===== src/hdl/flpw_pkg.sv =====
// package: constants, types and state encodings for the four-level page walker
package flpw_pkg;
  localparam int LIN_W = 48; // linear address width
  localparam int PHY_W = 52; // widest physical address
  localparam int IDX_W = 9; // table index width, 512 entries per table
  // root pointer fields
  localparam int ROOT_WT_BIT = 3;
  localparam int ROOT_CD_BIT = 4;
  localparam int ROOT_TAG_HI = 11;
  localparam logic [63:0] ROOT_RESET = 64'h0000_0000_0000_0000;
  // entry fields
  localparam int ENT_PRESENT_BIT = 0;
  localparam int ENT_WRITE_BIT = 1;
  localparam int ENT_USER_BIT = 2;
  localparam int ENT_WT_BIT = 3;
  localparam int ENT_CD_BIT = 4;
  localparam int ENT_ACCESSED_BIT = 5;
  localparam int ENT_SIZE_BIT = 7;
  localparam int ENT_NX_BIT = 63;
  // linear address index positions
  localparam int TOP_IDX_LO = 39;
  localparam int THIRD_IDX_LO = 30;
  localparam int DIR_IDX_LO = 21;
  localparam int OFS_1G_W = 30;
  localparam int OFS_2M_W = 21;
  // user privilege level
  localparam logic [1:0] USER_LEVEL = 2'h3;
  // fault levels
  localparam logic [1:0] LVL_TOP = 2'h0;
  localparam logic [1:0] LVL_THIRD = 2'h1;
  localparam logic [1:0] LVL_DIR = 2'h2;

  // walker states
  typedef enum logic [2:0] {
    FLPW_IDLE = 3'b000,
    FLPW_TOP = 3'b001,
    FLPW_THIRD = 3'b010,
    FLPW_DIR = 3'b011,
    FLPW_DONE = 3'b100,
    FLPW_FAULT = 3'b101
  } flpw_state_e;

  // translation request from the address-generation side
  typedef struct packed {
    logic [47:0] lin_addr; // linear address
    logic is_write; // write access
    logic is_fetch; // instruction fetch
    logic [1:0] priv_level; // privilege_level of the access
  } flpw_req_s;

  // translation result
  typedef struct packed {
    logic [51:0] phys_addr; // physical address
    logic [1:0] page_size; // 0 none, 1 2-MByte, 2 1-GByte
    logic fault; // walk ended in translation fault
    logic denied; // access rights refused the access
    logic [1:0] fault_level; // level at which the walk stopped
  } flpw_rsp_s;

  // memory fetch request
  typedef struct packed {
    logic [51:0] addr; // entry address
    logic wr_thru; // write-through attribute for this fetch
    logic cache_off; // cache-disable attribute for this fetch
    logic set_accessed; // request that bit 5 be written back as one
  } flpw_mem_s;
endpackage : flpw_pkg


===== src/hdl/flpw_entry_chk.sv =====
// entry checker: present, reserved bits and rights of one table entry
`timescale 1ns/1ns
module flpw_entry_chk (
  input wire logic [63:0] entry, // fetched entry
  input wire logic [5:0] phys_width, // phys_addr_width
  input wire logic nx_enable, // no_execute_enable
  input wire logic size_rsvd, // page_size_flag is reserved here
  input wire logic big_page, // entry maps a 1-GByte page
  output logic bad, // not present or reserved bit set
  output logic wr_ok, // write_allow_flag
  output logic usr_ok, // user_access_flag
  output logic nx // no_execute_flag in force
);
  logic [51:0] hi_mask; // ones at bits 51:phys_addr_width

  // reserved and present check
  always_comb begin
    hi_mask = ~((52'h1 << phys_width) - 52'h1);
    bad = ~entry[flpw_pkg::ENT_PRESENT_BIT];
    if ((entry[51:0] & hi_mask & 52'hF_FFFF_FFFF_F000) != 52'h0) begin
      bad = 1'b1;
    end
    if (size_rsvd && entry[flpw_pkg::ENT_SIZE_BIT]) begin
      bad = 1'b1;
    end
    if (big_page && (entry[29:13] != 17'h0_0000)) begin
      bad = 1'b1; // reserved field of a 1-GByte mapping
    end
    if (!nx_enable && entry[flpw_pkg::ENT_NX_BIT]) begin
      bad = 1'b1;
    end
    wr_ok = entry[flpw_pkg::ENT_WRITE_BIT];
    usr_ok = entry[flpw_pkg::ENT_USER_BIT];
    nx = nx_enable & entry[flpw_pkg::ENT_NX_BIT];
  end
endmodule : flpw_entry_chk


===== src/hdl/flpw_walker.sv =====
// four-level page walker: root pointer register, walk sequencer, result
// Operation
// walk only with all three enables set
// 48-bit linear in, up to 52-bit physical
// untagged root: bits 3,4 attributes, base
// tagged root: bits 11:0 are context tag
// layout follows tag enable immediately; tag zeroed
// bits above phys_addr_width always zero
// 4-KByte, 2-MByte pages; 1-GByte optional
// top entry address from root and 47:39
// tables 4-KByte aligned, 512 eight-byte entries
// third entry address from top entry, 38:30
// size flag ends walk with 1-GByte page
// else directory address from entry, 29:21
// no 1-GByte support: size bit reserved
// top entry present, bit 7 reserved
// clear write flag may refuse writes
// clear user flag refuses level 3
// bit 5 records entry was used
// no-execute flag blocks fetches or reserved
// entry bits 3,4 steer next fetch type
// 1-GByte mapping present; bit 1 write
// directory size flag ends with 2-MByte
// absent or reserved entry faults, level reported
`timescale 1ns/1ns
module flpw_walker #(
  parameter bit GIG_PAGES = 1'b1 // 1-GByte pages supported
) (
  input wire logic clk_sys, // 10 MHz clock
  input wire logic rst_b, // async reset, active low
  input wire logic paging_enable, // paging on
  input wire logic extended_addr_enable, // extended addressing on
  input wire logic long_mode_enable, // long mode on
  input wire logic context_tag_enable, // root pointer carries context tag
  input wire logic no_execute_enable, // no-execute flag in force
  input wire logic supervisor_write_protect, // supervisor honours write flag
  input wire logic [5:0] phys_addr_width, // physical address width
  input wire logic root_wr, // write strobe for root pointer
  input wire logic [63:0] root_wdata, // new root pointer value
  output logic [63:0] root_pointer_reg, // root pointer readback
  output logic [11:0] context_tag, // current context tag
  output logic walker_active, // four-level scheme in use
  input wire logic req_valid, // translation request
  output logic req_ready, // walker accepts request
  input wire flpw_pkg::flpw_req_s req, // request fields
  output logic rsp_valid, // result pulse
  output flpw_pkg::flpw_rsp_s rsp, // result fields
  output logic mem_valid, // entry fetch request
  input wire logic mem_ready, // memory took the fetch
  output flpw_pkg::flpw_mem_s mem, // fetch address and attributes
  input wire logic mem_rvalid, // entry data returned
  input wire logic [63:0] mem_rdata // entry data
);
  // whole state of the walker
  typedef struct packed {
    flpw_pkg::flpw_state_e st; // sequencer state
    logic [63:0] root; // root pointer
    flpw_pkg::flpw_req_s rq; // held request
    logic [51:0] base; // current table base
    logic wr_thru; // write-through for the next fetch
    logic cache_off; // cache-disable for the next fetch
    logic issued; // fetch accepted, waiting for data
    logic wr_ok; // accumulated write permission
    logic usr_ok; // accumulated user permission
    logic nx; // accumulated no-execute
    flpw_pkg::flpw_rsp_s out; // result register
    logic out_valid; // result pulse
  } flpw_state_s;

  flpw_state_s s_reg; // registered state
  flpw_state_s s_next; // next state
  logic [51:0] addr_mask; // ones below phys_addr_width
  logic [8:0] idx; // index of the current level
  logic chk_bad; // entry fault
  logic chk_wr; // entry write flag
  logic chk_usr; // entry user flag
  logic chk_nx; // entry no-execute
  logic size_rsvd; // size flag reserved at this level
  logic big_page; // entry maps a 1-GByte page
  logic refuse; // rights refuse the access
  logic wr_ok_all; // write permission including this entry
  logic usr_ok_all; // user permission including this entry
  logic nx_all; // no-execute including this entry

  // entry checker shared by all levels
  flpw_entry_chk u_chk (
    .entry(mem_rdata),
    .phys_width(phys_addr_width),
    .nx_enable(no_execute_enable),
    .size_rsvd(size_rsvd),
    .big_page(big_page),
    .bad(chk_bad),
    .wr_ok(chk_wr),
    .usr_ok(chk_usr),
    .nx(chk_nx)
  );

  // index and level-dependent checks
  always_comb begin
    addr_mask = (52'h1 << phys_addr_width) - 52'h1;
    case (s_reg.st)
      flpw_pkg::FLPW_TOP: idx = s_reg.rq.lin_addr[47:39];
      flpw_pkg::FLPW_THIRD: idx = s_reg.rq.lin_addr[38:30];
      default: idx = s_reg.rq.lin_addr[29:21];
    endcase
    size_rsvd = (s_reg.st == flpw_pkg::FLPW_TOP)
      || ((s_reg.st == flpw_pkg::FLPW_THIRD) && !GIG_PAGES);
    big_page = (s_reg.st == flpw_pkg::FLPW_THIRD) && GIG_PAGES
      && mem_rdata[flpw_pkg::ENT_SIZE_BIT];
    wr_ok_all = s_reg.wr_ok & chk_wr;
    usr_ok_all = s_reg.usr_ok & chk_usr;
    nx_all = s_reg.nx | chk_nx;
    // write refused when not allowed and user or protected supervisor
    refuse = (s_reg.rq.is_write && !wr_ok_all
              && ((s_reg.rq.priv_level == flpw_pkg::USER_LEVEL)
                  || supervisor_write_protect))
      || ((s_reg.rq.priv_level == flpw_pkg::USER_LEVEL) && !usr_ok_all)
      || (s_reg.rq.is_fetch && nx_all);
  end

  // next-state logic
  always_comb begin
    s_next = s_reg;
    s_next.out_valid = 1'b0;
    // root pointer write
    if (root_wr) begin
      s_next.root = root_wdata;
    end
    case (s_reg.st)
      flpw_pkg::FLPW_IDLE: begin
        if (req_valid && walker_active) begin
          s_next.rq = req;
          s_next.base = {s_reg.root[51:12], 12'h000} & addr_mask;
          // tagged layout: bits 4:3 are part of the tag, not attributes
          s_next.wr_thru = context_tag_enable ? 1'b0
            : s_reg.root[flpw_pkg::ROOT_WT_BIT];
          s_next.cache_off = context_tag_enable ? 1'b0
            : s_reg.root[flpw_pkg::ROOT_CD_BIT];
          s_next.wr_ok = 1'b1;
          s_next.usr_ok = 1'b1;
          s_next.nx = 1'b0;
          s_next.issued = 1'b0;
          s_next.st = flpw_pkg::FLPW_TOP;
        end else if (req_valid) begin
          // walker not in use: report fault at top level
          s_next.out = '0;
          s_next.out.fault = 1'b1;
          s_next.out.fault_level = flpw_pkg::LVL_TOP;
          s_next.out_valid = 1'b1;
        end
      end
      flpw_pkg::FLPW_TOP, flpw_pkg::FLPW_THIRD, flpw_pkg::FLPW_DIR: begin
        if (!s_reg.issued) begin
          if (mem_ready) begin
            s_next.issued = 1'b1;
          end
        end else if (mem_rvalid) begin
          s_next.issued = 1'b0;
          s_next.wr_ok = wr_ok_all;
          s_next.usr_ok = usr_ok_all;
          s_next.nx = nx_all;
          s_next.base = {mem_rdata[51:12], 12'h000} & addr_mask;
          s_next.wr_thru = mem_rdata[flpw_pkg::ENT_WT_BIT];
          s_next.cache_off = mem_rdata[flpw_pkg::ENT_CD_BIT];
          s_next.out = '0;
          s_next.out.fault_level = (s_reg.st == flpw_pkg::FLPW_TOP) ? flpw_pkg::LVL_TOP
            : (s_reg.st == flpw_pkg::FLPW_THIRD) ? flpw_pkg::LVL_THIRD
            : flpw_pkg::LVL_DIR;
          if (chk_bad) begin
            s_next.out.fault = 1'b1;
            s_next.st = flpw_pkg::FLPW_FAULT;
          end else if (big_page) begin
            // 1-GByte page: entry bits 51:30, linear 29:0
            s_next.out.phys_addr = {mem_rdata[51:30], s_reg.rq.lin_addr[29:0]}
              & addr_mask;
            s_next.out.page_size = 2'h2;
            s_next.out.denied = refuse;
            s_next.st = flpw_pkg::FLPW_DONE;
          end else if ((s_reg.st == flpw_pkg::FLPW_DIR)
                       && mem_rdata[flpw_pkg::ENT_SIZE_BIT]) begin
            // 2-MByte page mapped by the directory entry
            s_next.out.phys_addr = {mem_rdata[51:21], s_reg.rq.lin_addr[20:0]}
              & addr_mask;
            s_next.out.page_size = 2'h1;
            s_next.out.denied = refuse;
            s_next.st = flpw_pkg::FLPW_DONE;
          end else if (s_reg.st == flpw_pkg::FLPW_DIR) begin
            // 4-KByte page needs the lowest level, outside this walker
            s_next.out.phys_addr = {mem_rdata[51:12], 12'h000} & addr_mask;
            s_next.out.page_size = 2'h0;
            s_next.out.denied = refuse;
            s_next.st = flpw_pkg::FLPW_DONE;
          end else begin
            s_next.st = (s_reg.st == flpw_pkg::FLPW_TOP) ? flpw_pkg::FLPW_THIRD
              : flpw_pkg::FLPW_DIR;
          end
        end
      end
      flpw_pkg::FLPW_DONE, flpw_pkg::FLPW_FAULT: begin
        s_next.out_valid = 1'b1;
        s_next.st = flpw_pkg::FLPW_IDLE;
      end
      default: begin
        s_next.st = flpw_pkg::FLPW_IDLE;
      end
    endcase
  end

  // state register
  always_ff @(posedge clk_sys or negedge rst_b) begin
    if (!rst_b) begin
      s_reg <= '0;
    end else begin
      s_reg <= s_next;
    end
  end

  // outputs
  always_comb begin
    walker_active = paging_enable & extended_addr_enable & long_mode_enable;
    root_pointer_reg = s_reg.root;
    // context tag reads zero as soon as tagging is off
    context_tag = context_tag_enable ? s_reg.root[11:0] : 12'h000;
    req_ready = (s_reg.st == flpw_pkg::FLPW_IDLE);
    rsp_valid = s_reg.out_valid;
    rsp = s_reg.out;
    mem_valid = ((s_reg.st == flpw_pkg::FLPW_TOP) || (s_reg.st == flpw_pkg::FLPW_THIRD)
                 || (s_reg.st == flpw_pkg::FLPW_DIR)) && !s_reg.issued;
    mem.addr = (s_reg.base | {40'h00_0000_0000, idx, 3'h0}) & addr_mask;
    mem.wr_thru = s_reg.wr_thru;
    mem.cache_off = s_reg.cache_off;
    mem.set_accessed = 1'b1;
  end
endmodule : flpw_walker


===== config.mk =====
export PLATFORM = sky130hd
export DESIGN_NAME = flpw_walker
export DESIGN_NICKNAME = d
export VERILOG_FILES = /design/src/hdl/flpw_pkg.sv /design/src/hdl/flpw_entry_chk.sv /design/src/hdl/flpw_walker.sv
export SDC_FILE = /design/constraint.sdc
export NUM_CORES = 1
export LEC_CHECK = 0
export CORE_MARGIN = 2
export CORE_UTILIZATION = 58
export DETAILED_ROUTE_END_ITERATION = 6
export DONT_BUFFER_PORTS = 1
export PLACE_DENSITY = 0.76
export REMOVE_ABC_BUFFERS = 1
export SLEW_MARGIN = 20
export SYNTH_ARGS = -nofsm -noshare
export SYNTH_HDL_FRONTEND = slang
export SYNTH_SLANG_ARGS = --single-unit

===== constraint.sdc =====
create_clock -name clk_sys -period 2.7 [get_ports clk_sys]
set_input_delay 0.135 -clock clk_sys [delete_from_list [all_inputs] [get_ports clk_sys]]
set_output_delay 0.135 -clock clk_sys [all_outputs]
set_load 0.02 [all_outputs]

# After elaboration in Yosys (flattened, before gate mapping)
# Cells that the tools add are included.
# classes
add_sub_neg,1
eq_ne,11
shift,1
muxes,38
bitwise,15
n_reduce_logical,31
# ops
cell,n
AND 52 bit,6
2-to-1 mux 54 bit,5
case mux 116 bit (2 select lines),1
2-to-1 mux 59 bit,2
2-to-1 mux 116 bit,1
2-to-1 mux 61 bit,1
2-to-1 mux 58 bit,1
inverter 52 bit,1
OR 52 x 12 -> 52 bit,1
nonzero test 52 bit,1
left shift 1 x 6 -> 52 bit (first input constant),1
subtractor 52 x 1 -> 52 bit (second input constant),1
2-to-1 mux 3 bit,7
case mux 9 bit (2 select lines),1
nonzero test 17 bit,1
2-to-1 mux 1 bit,14
2-to-1 mux 12 bit,1
logical AND 1 bit,11
inequality test 2 bit (second input constant),4
equality test 3 x 2 -> 1 bit (second input constant),2
equality test 3 bit (second input constant),2
case mux 3 bit (2 select lines),1
AND 1 bit,5
logical OR 1 bit,5
other kinds (16),21
# word_totals
reg_bits,236
in_bits,198
output_inout_bits,193
wordCells,116

# Logic depth before layout (Yosys ltp)
# Gate-level depths: netlist (run 1).
# depth
ltp_word,13
mapped_depth,16
depth_no_buf,10

# Cells and area by module
# A second synthesis (run 1) with hierarchy kept.
# hier_totals
hier_cells,1297
hier_area_um2,12624.6
# modules_own_cells
mod,n_inst,cells_each,area_per_inst_um2,seq_area_each_um2
flpw_walker,1,1189,12011.5,5605.4
flpw_entry_chk,1,108,613.1,0.0

# Worst setup path before layout (run 1)
# No wires, ideal clock.
# synth_timing
kind,input-to-reg
from,in phys_addr_width[5]
to,reg s_reg (netlist bit rsp[25])
setup_time_ns,0.104
t_arrival_ns,3.447
required_ns,2.596
path_slack_ns,-0.850
cell_stages,15
path_buffers,5
path_cell_list,buf_4 > buf_2 > buf_4 > clkbuf_1 > nor2_1 > nand3_1 > ha_1 > inv_1 > o31ai_1 > o211ai_2 > xnor2_1 > a2111oi_4 > nand3_4 > buf_6 > o41ai_2
# synth_via
elab_chain_cells,13
elab_cells_between_ends,19
classes_between,add/sub (1); shift (1); mux (11); bitwise (5); reduce/logical (1)
# synth_rtl
element,line_no,source
start: declaration,flpw_walker.sv:37,"input wire logic [5:0] phys_addr_width,"
left shift 1 x 6 -> 52 bit (*),"flpw_entry_chk.sv:18, flpw_walker.sv:100",
subtractor 52 x 1 -> 52 bit (*),"flpw_entry_chk.sv:18, flpw_walker.sv:100",
inverter 52 bit,flpw_entry_chk.sv:18,hi_mask = ~((52'h1 << phys_width) - 52'h1);
AND 52 bit,flpw_entry_chk.sv:20,if ((entry[51:0] & hi_mask & 52'hF_FFFF_FFFF_F000) != 52'h0) begin
nonzero test 52 bit,flpw_entry_chk.sv:20,
2-to-1 mux 1 bit,flpw_entry_chk.sv:20,
2-to-1 mux 1 bit,flpw_entry_chk.sv:23,if (size_rsvd && entry[flpw_pkg::ENT_SIZE_BIT]) begin
2-to-1 mux 1 bit,flpw_entry_chk.sv:26,if (big_page && (entry[29:13] != 17'h0_0000)) begin
2-to-1 mux 1 bit,flpw_entry_chk.sv:29,if (!nx_enable && entry[flpw_pkg::ENT_NX_BIT]) begin
2-to-1 mux 54 bit (*),flpw_walker.sv:169,if (chk_bad) begin
2-to-1 mux 116 bit (*),flpw_walker.sv:157,end else if (mem_rvalid) begin
2-to-1 mux 61 bit (*),flpw_walker.sv:153,if (!s_reg.issued) begin
case mux 116 bit (2 select lines) (*),flpw_walker.sv:129,case (s_reg.st)
end signal: assignment,flpw_walker.sv:214,s_reg <= s_next;
end: declaration,flpw_walker.sv:70,flpw_state_s s_reg;
# Mark *: on every way between the ends. The rest lies on a longest branch, timed or not. The select of a mux whose other input is x is not followed.
# A chain may end at the register's enable or synchronous reset.

==> metrics.csv, run 1 <==
metric;value;unit
CP max stage delay;0.39;ns
CTS Buf Count;25;
Initial DRC Count;1148;
Detail Route Antenna Nets;0;
largest net degree at the start of global routing;225;
WP buf/inv;3;
pins over their slew limit;0;
clock skew;0.02463;ns
max FFs per register;99;
Cell variety after synth;80;
Synth Register Bits;224;
Mapped Cells;1288;
M1 GR Usage;0.4768;
Cell Area, Synth;12810;um2
WHS;-0.7099;ns
height of the die;152.6;um
slowest cell on the critical path;dfrtp_1;
synthesis-to-finish area growth;25.39;%
met2 usage;0.6575;
port bufs;0;
mean post-synth cell area;9.943;um2
Post-synth EDFFs;0;
CP cell instances;buf_4 > nor3b_2 > buf_4 > nor2_1 > buf_4 > nand2_1 > a21oi_2;
Post-Synth XOR/XNOR Area;0.004104;
CP Data Required Time;2.57;ns
largest family of logic cells by synthesized area;compound AO/OA/AOI/OAI gates;
Final nets;1644;
worst skew pair latency;0.54;ns
CTS tree;done;
std cell rows;54;
R2R setup slack;0.09;ns
DP Area;12590;um2
worst-margin pin slew;0.7828;ns
worst setup path endpoint;mem[10];
clk buf depth;3;
proportion of layout cells with a drive suffix above 1;0.2213;
post-synthesis compound-gate area fraction;0.1716;
Ys Warns;0;
Pwr Density;811.1;nW/um2
setup TNS;0;ns
cell taking the most area after synthesis;dfrtp_1;
via count of the first global-routing pass;11602;
max-cap viol count;0;
hold_buf cts;251;
Synth top area share;0.4377;
multi-input logic area;5869;um2
initial antenna violation count;2;
clk sinks;224;
cell family with most CP delay;simple AND/OR/NAND/NOR gates;
final core occ;0.7381;
synth top area cells;dfrtp_1 (44%), mux2_2 (10%), buf_4 (8.1%), nand2_1 (4.1%), a21oi_1 (2.9%);
Core ar.;21760;um2
total wire length;47360;um
average wire per standard cell;27.14;um
DRC;0;
Synth Flop Type;dfrtp_1;
DR vias;11562;
crit path kind;register to output pin;
Vias per Instance;6.626;
relative slew slack;0.4782;
Adder-Cell Fraction of Synth Area;0.0009770;
status;finished, violations left;
post-synthesis async set-or-reset flop share;1.000;
Root Driver;clkbuf_16;
filler instances;1384;
FF/Latch Area;5605;um2
Stages on worst setup path;7;
failing checks;negative hold slack;
global placement routability congestion;0.9712;
HP Class;input port to async pin;
cell depth of the worst flop-to-flop path;9;
RSZ-0062 raised after global routing;false;
reg2reg start;s_reg[233];
post-synthesis mux area share;0.1044;
fin crit share;0.9843;
maximum vdd drop;909.6;uV
count leader, synth;dfrtp_1;
number of top-level pins;391;
clock-pin slew on the worst setup and hold paths;0.06;ns
initial core utilization;0.5886;
cell leakage power;6.866;nW
clock period minus worst slack;2.658;ns
CP Max Fanout;12;
H-Tree Depth;1;
first-pass GRT wire length;71700;um
CP Capture Type;output pin;
Congestion Overflow GR;0;
setup violators final;0;
Fmax achieved;376.3;MHz
Post-DP HPWL;27410;um
total global-route track usage;0.3963;
final instance area;16060;um2
Pre-antenna DRT Iters;5;
grt met3 use;0.1069;
Worst Setup SP;s_reg[234];
Die X-Extent;152.6;um
arrival time worst endpoint;2.52;ns
Post-Synth Simple-Gate Area;0.1680;
Critical R2R Capture;rsp[23];
crit start category;register;
die footprint;23280;um2
sequential element share of the synthesized area;0.4377;
Hold Fails Final Rpt;224;
Design Power;0.01302;W
Most Frequent Cell on Critical Path;buf_4;
gr busiest metal;met2;
top post-synthesis cells by count;dfrtp_1 (224), nand2_1 (140), buf_4 (139);
[area by class of cell]
type / instances / share of cell area
Tap cell: 280 / 0.02182
Antenna cell: 1 / 0.0001558
Timing Repair Buffer: 351 / 0.2080
Clock inverter: 17 / 0.01216
Clock buffer: 29 / 0.04052
Sequential cell: 224 / 0.3491
Multi-Input combinational cell: 831 / 0.3655
Inverter: 12 / 0.002805
[report_power, final]
part | internal, W | switching [W]
clock network | 0.00211 | 0.00145
logic | 0.00193 | 0.00261
registers | 0.00417 | 0.000747
total | 0.00822 | 0.00481
[worst register-to-register path: stages (launching register included)]
cell and delay [ns]:
dfrtp_1 0.38, inv_1 0.11, nor3_1 0.10, a221oi_2 0.34, buf_4 0.18, o2111ai_2 0.19, nor4_4 0.41, nand3_4 0.16
buf_4 0.26, o41ai_2 0.34
[worst min path at each step]
stage / startpoint / slack (ns) / to
3_5_place_dp: rst_b / -0.15 / s_reg[62]
4_1_cts: rst_b / -0.71 / s_reg[155]
5_1_grt: rst_b / -0.72 / s_reg[164]
6_report: rst_b / -0.71 / s_reg[164]
3_3_place_gp: rst_b / -0.15 / s_reg[159]
2_1_floorplan: rst_b / -0.16 / mem[1]
[cells in the final DEF (no fill, tap or decap), types with 35 or more instances in the layout]
| cell type | count |
|---|---|
| nand2_1 | 140 |
| a21oi_1 | 70 |
| dlygate4sd3_1 | 248 |
| nand3_1 | 35 |
| dfrtp_1 | 224 |
| o31ai_1 | 42 |
| buf_4 | 94 |
| mux2_2 | 117 |
| and3_1 | 49 |
| o21ai_0 | 44 |
[kinds of logic (layout without fill, tap and decap cells)]
| kind of cell | after synthesis | count (layout) |
|---|---|---|
| XOR/XNOR | 6 | 6 |
| AO/OA/AOI/OAI | 299 | 299 |
| buffers and inverters | 235 | 409 |
| multiplexers | 119 | 119 |
| other | 2 | 5 |
| AND/OR/NAND/NOR | 402 | 402 |
| adder cells (fa/ha/maj) | 1 | 1 |
| flip-flops | 224 | 224 |
[what timing repair did]
action / 4_1_cts / 5_1_grt
setup endpoints to repair: 0 / 61
endpoints found under the hold margin: 433 / 224
resized for setup: 0 / 23
buffers inserted: 0 / 1
[metrics by stage]
stage                     setup WS, ns  std cells  hold slack, ns
after floorplan                 -1.067       1067         -0.1606
after global placement         -0.3252       1446         -0.1511
after detailed placement       -0.4062       1446         -0.1519
after CTS                      0.02609       1743         -0.7138
after global routing          0.008715       1744         -0.7217
final                          0.04236       1745         -0.7099
[per-layer routing]
layer / share of wire / up-vias / wire, um
li1: - / 4839 / -
met1: 0.35 / 5686 / 16760
met2: 0.48 / 814 / 22810
met3: 0.10 / 223 / 4835
met4: 0.062 / 0 / 2947
met5: 0 / - / 0
(Power assumes the default switching activity.)
==> inputs of run 2 (changes only) <==
- CORE_AREA: default -> 2 2 154 156
- CORE_MARGIN: 2 -> default
- CORE_UTILIZATION: 58 -> default
- CTS_BUF_LIST: default -> sky130_fd_sc_hd__clkbuf_8
- DIE_AREA: default -> 0 0 156 158
- PLACE_DENSITY: 0.76 -> 0.74
==> metrics.csv, run 2 (synthesis gave the netlist of run 1 again) <==
metric;value;unit;change
status;finished, violations left;;
failing checks;negative hold slack;;
final core occ;0.6975;;-0.04058
die footprint;24650;um2;+5.9%
Layout Cells excl Fill;1778;;+1.9%
Detail Route Antenna Nets;0;;unchanged
number of top-level pins;391;;unchanged
CTS tree;done;;
worst skew pair latency;0.55;ns;about the same
max FFs per register;99;;unchanged
Core ar.;23050;um2;+6.0%
Congestion Overflow GR;0;;unchanged
Initial DRC Count;1396;;+22%
WHS;-0.7263;ns;-0.01645 ns
Stages on worst setup path;10;;+3
Final WS setup;0.1063;ns;+0.06395 ns
average wire per standard cell;26.27;um;-3.2%
Pwr Density;778.8;nW/um2;-4.0%
initial core utilization;0.5555;;-0.03310
HP Class;input port to async pin;;
CP max stage delay;0.56;ns;+0.17 ns
synthesis-to-finish area growth;25.56;%;
Pre-antenna DRT Iters;7;;+2
total global-route track usage;0.3644;;-0.03193
clock-pin slew on the worst setup and hold paths;0.06;ns;about the same
cell leakage power;6.923;nW;+0.83%
clock period minus worst slack;2.594;ns;-0.06395 ns
global placement routability congestion;0.9249;;-4.8%
std cell rows;56;;+3.7%
Vias per Instance;6.520;;-1.6%
arrival time worst endpoint;3.03;ns;+0.51 ns
Fmax achieved;385.6;MHz;+2.5%
Root Driver;clkbuf_8;;
setup violators final;0;;unchanged
H-Tree Depth;2;;+1
fin crit share;0.9606;;-0.02369
proportion of layout cells with a drive suffix above 1;0.2248;;+0.003453
Post-Place Cells;1452;;+0.41%
cell depth of the worst flop-to-flop path;10;;+1
most frequent cells in the layout;dlygate4sd3_1 (250), dfrtp_1 (224), nand2_1 (140);;
WP buf/inv;4;;+1
Final nets;1663;;+1.2%
clock skew;0.03358;ns;+0.008949 ns
largest net degree at the start of global routing;225;;unchanged
Post-DP HPWL;27600;um;+0.68%
maximum vdd drop;737.5;uV;-19%
cell family with most CP delay;buffers and inverters;;
max-cap viol count;0;;unchanged
CP Max Fanout;14;;+2
CP cell instances;buf_4 > nor2b_1 > and2_1 > buf_4 > o211ai_1 > nor2_2 > buf_6 > nand3_1 > dlygate4sd3_1 > o21ai_0;;
most common cell after layout, fill and taps aside;dlygate4sd3_1;;
DR vias;11592;;+0.26%
multi-input logic area;5916;um2;+0.79%
height of the die;158;um;+3.5%
total wire length;46710;um;-1.4%
Die X-Extent;156;um;+2.2%
hold_buf cts;253;;+0.80%
Most Frequent Cell on Critical Path;buf_4;;
port bufs;0;;unchanged
Logic pwr share;0.365;;+0.017
pre-CTS setup slack;-0.5146;ns;-0.1084 ns
worst-margin pin slew;0.8384;ns;+0.05559 ns
CTS Buf Count;39;;+56%
via count of the first global-routing pass;11825;;+1.9%
pins over their slew limit;0;;unchanged
final instance area;16080;um2;+0.13%
relative slew slack;0.4411;;-0.03706
filler instances;1591;;+15%
slowest cell on the critical path;dlygate4sd3_1;;
initial antenna violation count;2;;unchanged
switching share of power;0.3794;;+0.01017
switching pwr;0.004751;W;-1.2%
crit path kind;register to register;;
first-pass GRT wire length;68950;um;-3.8%
DP Area;12580;um2;-0.14%
DRC;0;;unchanged
Flop pwr share;0.390;;+0.012
CP Capture Type;register;;
Hold Fails Final Rpt;224;;unchanged
Int Power;0.007771;W;-5.4%
FF/Latch Area;5605;um2;unchanged
CP Data Required Time;3.13;ns;+0.56 ns
Clock Power Share;0.244;;-0.030
clk sinks;224;;unchanged
clk buf depth;3;;unchanged
crit start category;register;;
==> run 2: what timing repair did <==
item,CTS,global route
endpoints found under the setup margin,0,66
setup buffers,0,7
resized for setup,0,26
hold endpoints to repair,436,224
==> run 2: routing by layer <==
layer	track usage	up-vias	routed length (um)
met2	0.5902	874	22150
met4	0.2053	0	2895
met1	0.4407	5604	16610
met3	0.1013	228	5057
li1	-	4886	-
met5	0	-	0
==> run 2: worst register-to-register path, cell delays in order, from the launching register on <==
cell	delay, ns
dfrtp_1	0.39
buf_4	0.19
nor2b_1	0.16
and2_1	0.18
buf_4	0.24
o211ai_1	0.12
nor2_2	0.15
buf_6	0.19
nand3_1	0.09
dlygate4sd3_1	0.56
o21ai_0	0.20
==> run 2: path summary, 6_finish.rpt <==
kind / startpoint / endpoint / slack [ns]
max in group asynchronous: rst_b / root_pointer_reg[48] / 2.94
min in group clk_sys: mem_rdata[42] / rsp[14] / 0.02
max: s_reg[235] / rsp[55] / 0.11
min reg2reg: s_reg[104] / s_reg[104] / 0.47
min: rst_b / s_reg[168] / -0.73
max reg2reg: s_reg[235] / rsp[55] / 0.11
==> run 2: final cells by class <==
type	instances	area share
diodes	2	0.0003113
multi-input cells	831	0.3679
clock buffers	45	0.03852
well taps	290	0.02257
clock inverters	18	0.006536
inverters	12	0.002801
flip-flops and latches	224	0.3486
repair buffers	356	0.2127
==> run 2: power by group through the flow <==
stage | Combinational (W) | Sequential [W] | Clock [W]
detailed placement | 0.00380 | 0.00487 | 0
CTS | 0.00425 | 0.00481 | 0.00305
finish | 0.00457 | 0.00489 | 0.00306
global route | 0.00485 | 0.00496 | 0.00322
floorplan | 0.00259 | 0.00471 | 0
global placement | 0.00371 | 0.00483 | 0
==> run 2: per-stage QoR <==
step / setup TNS, ns / total power, W
final: 0 / 0.01252
after global routing: -0.03730 / 0.01304
after CTS: 0 / 0.01210
after detailed placement: -22.61 / 0.008670
after global placement: -15.57 / 0.008540
after floorplan: -119.28 / 0.007300
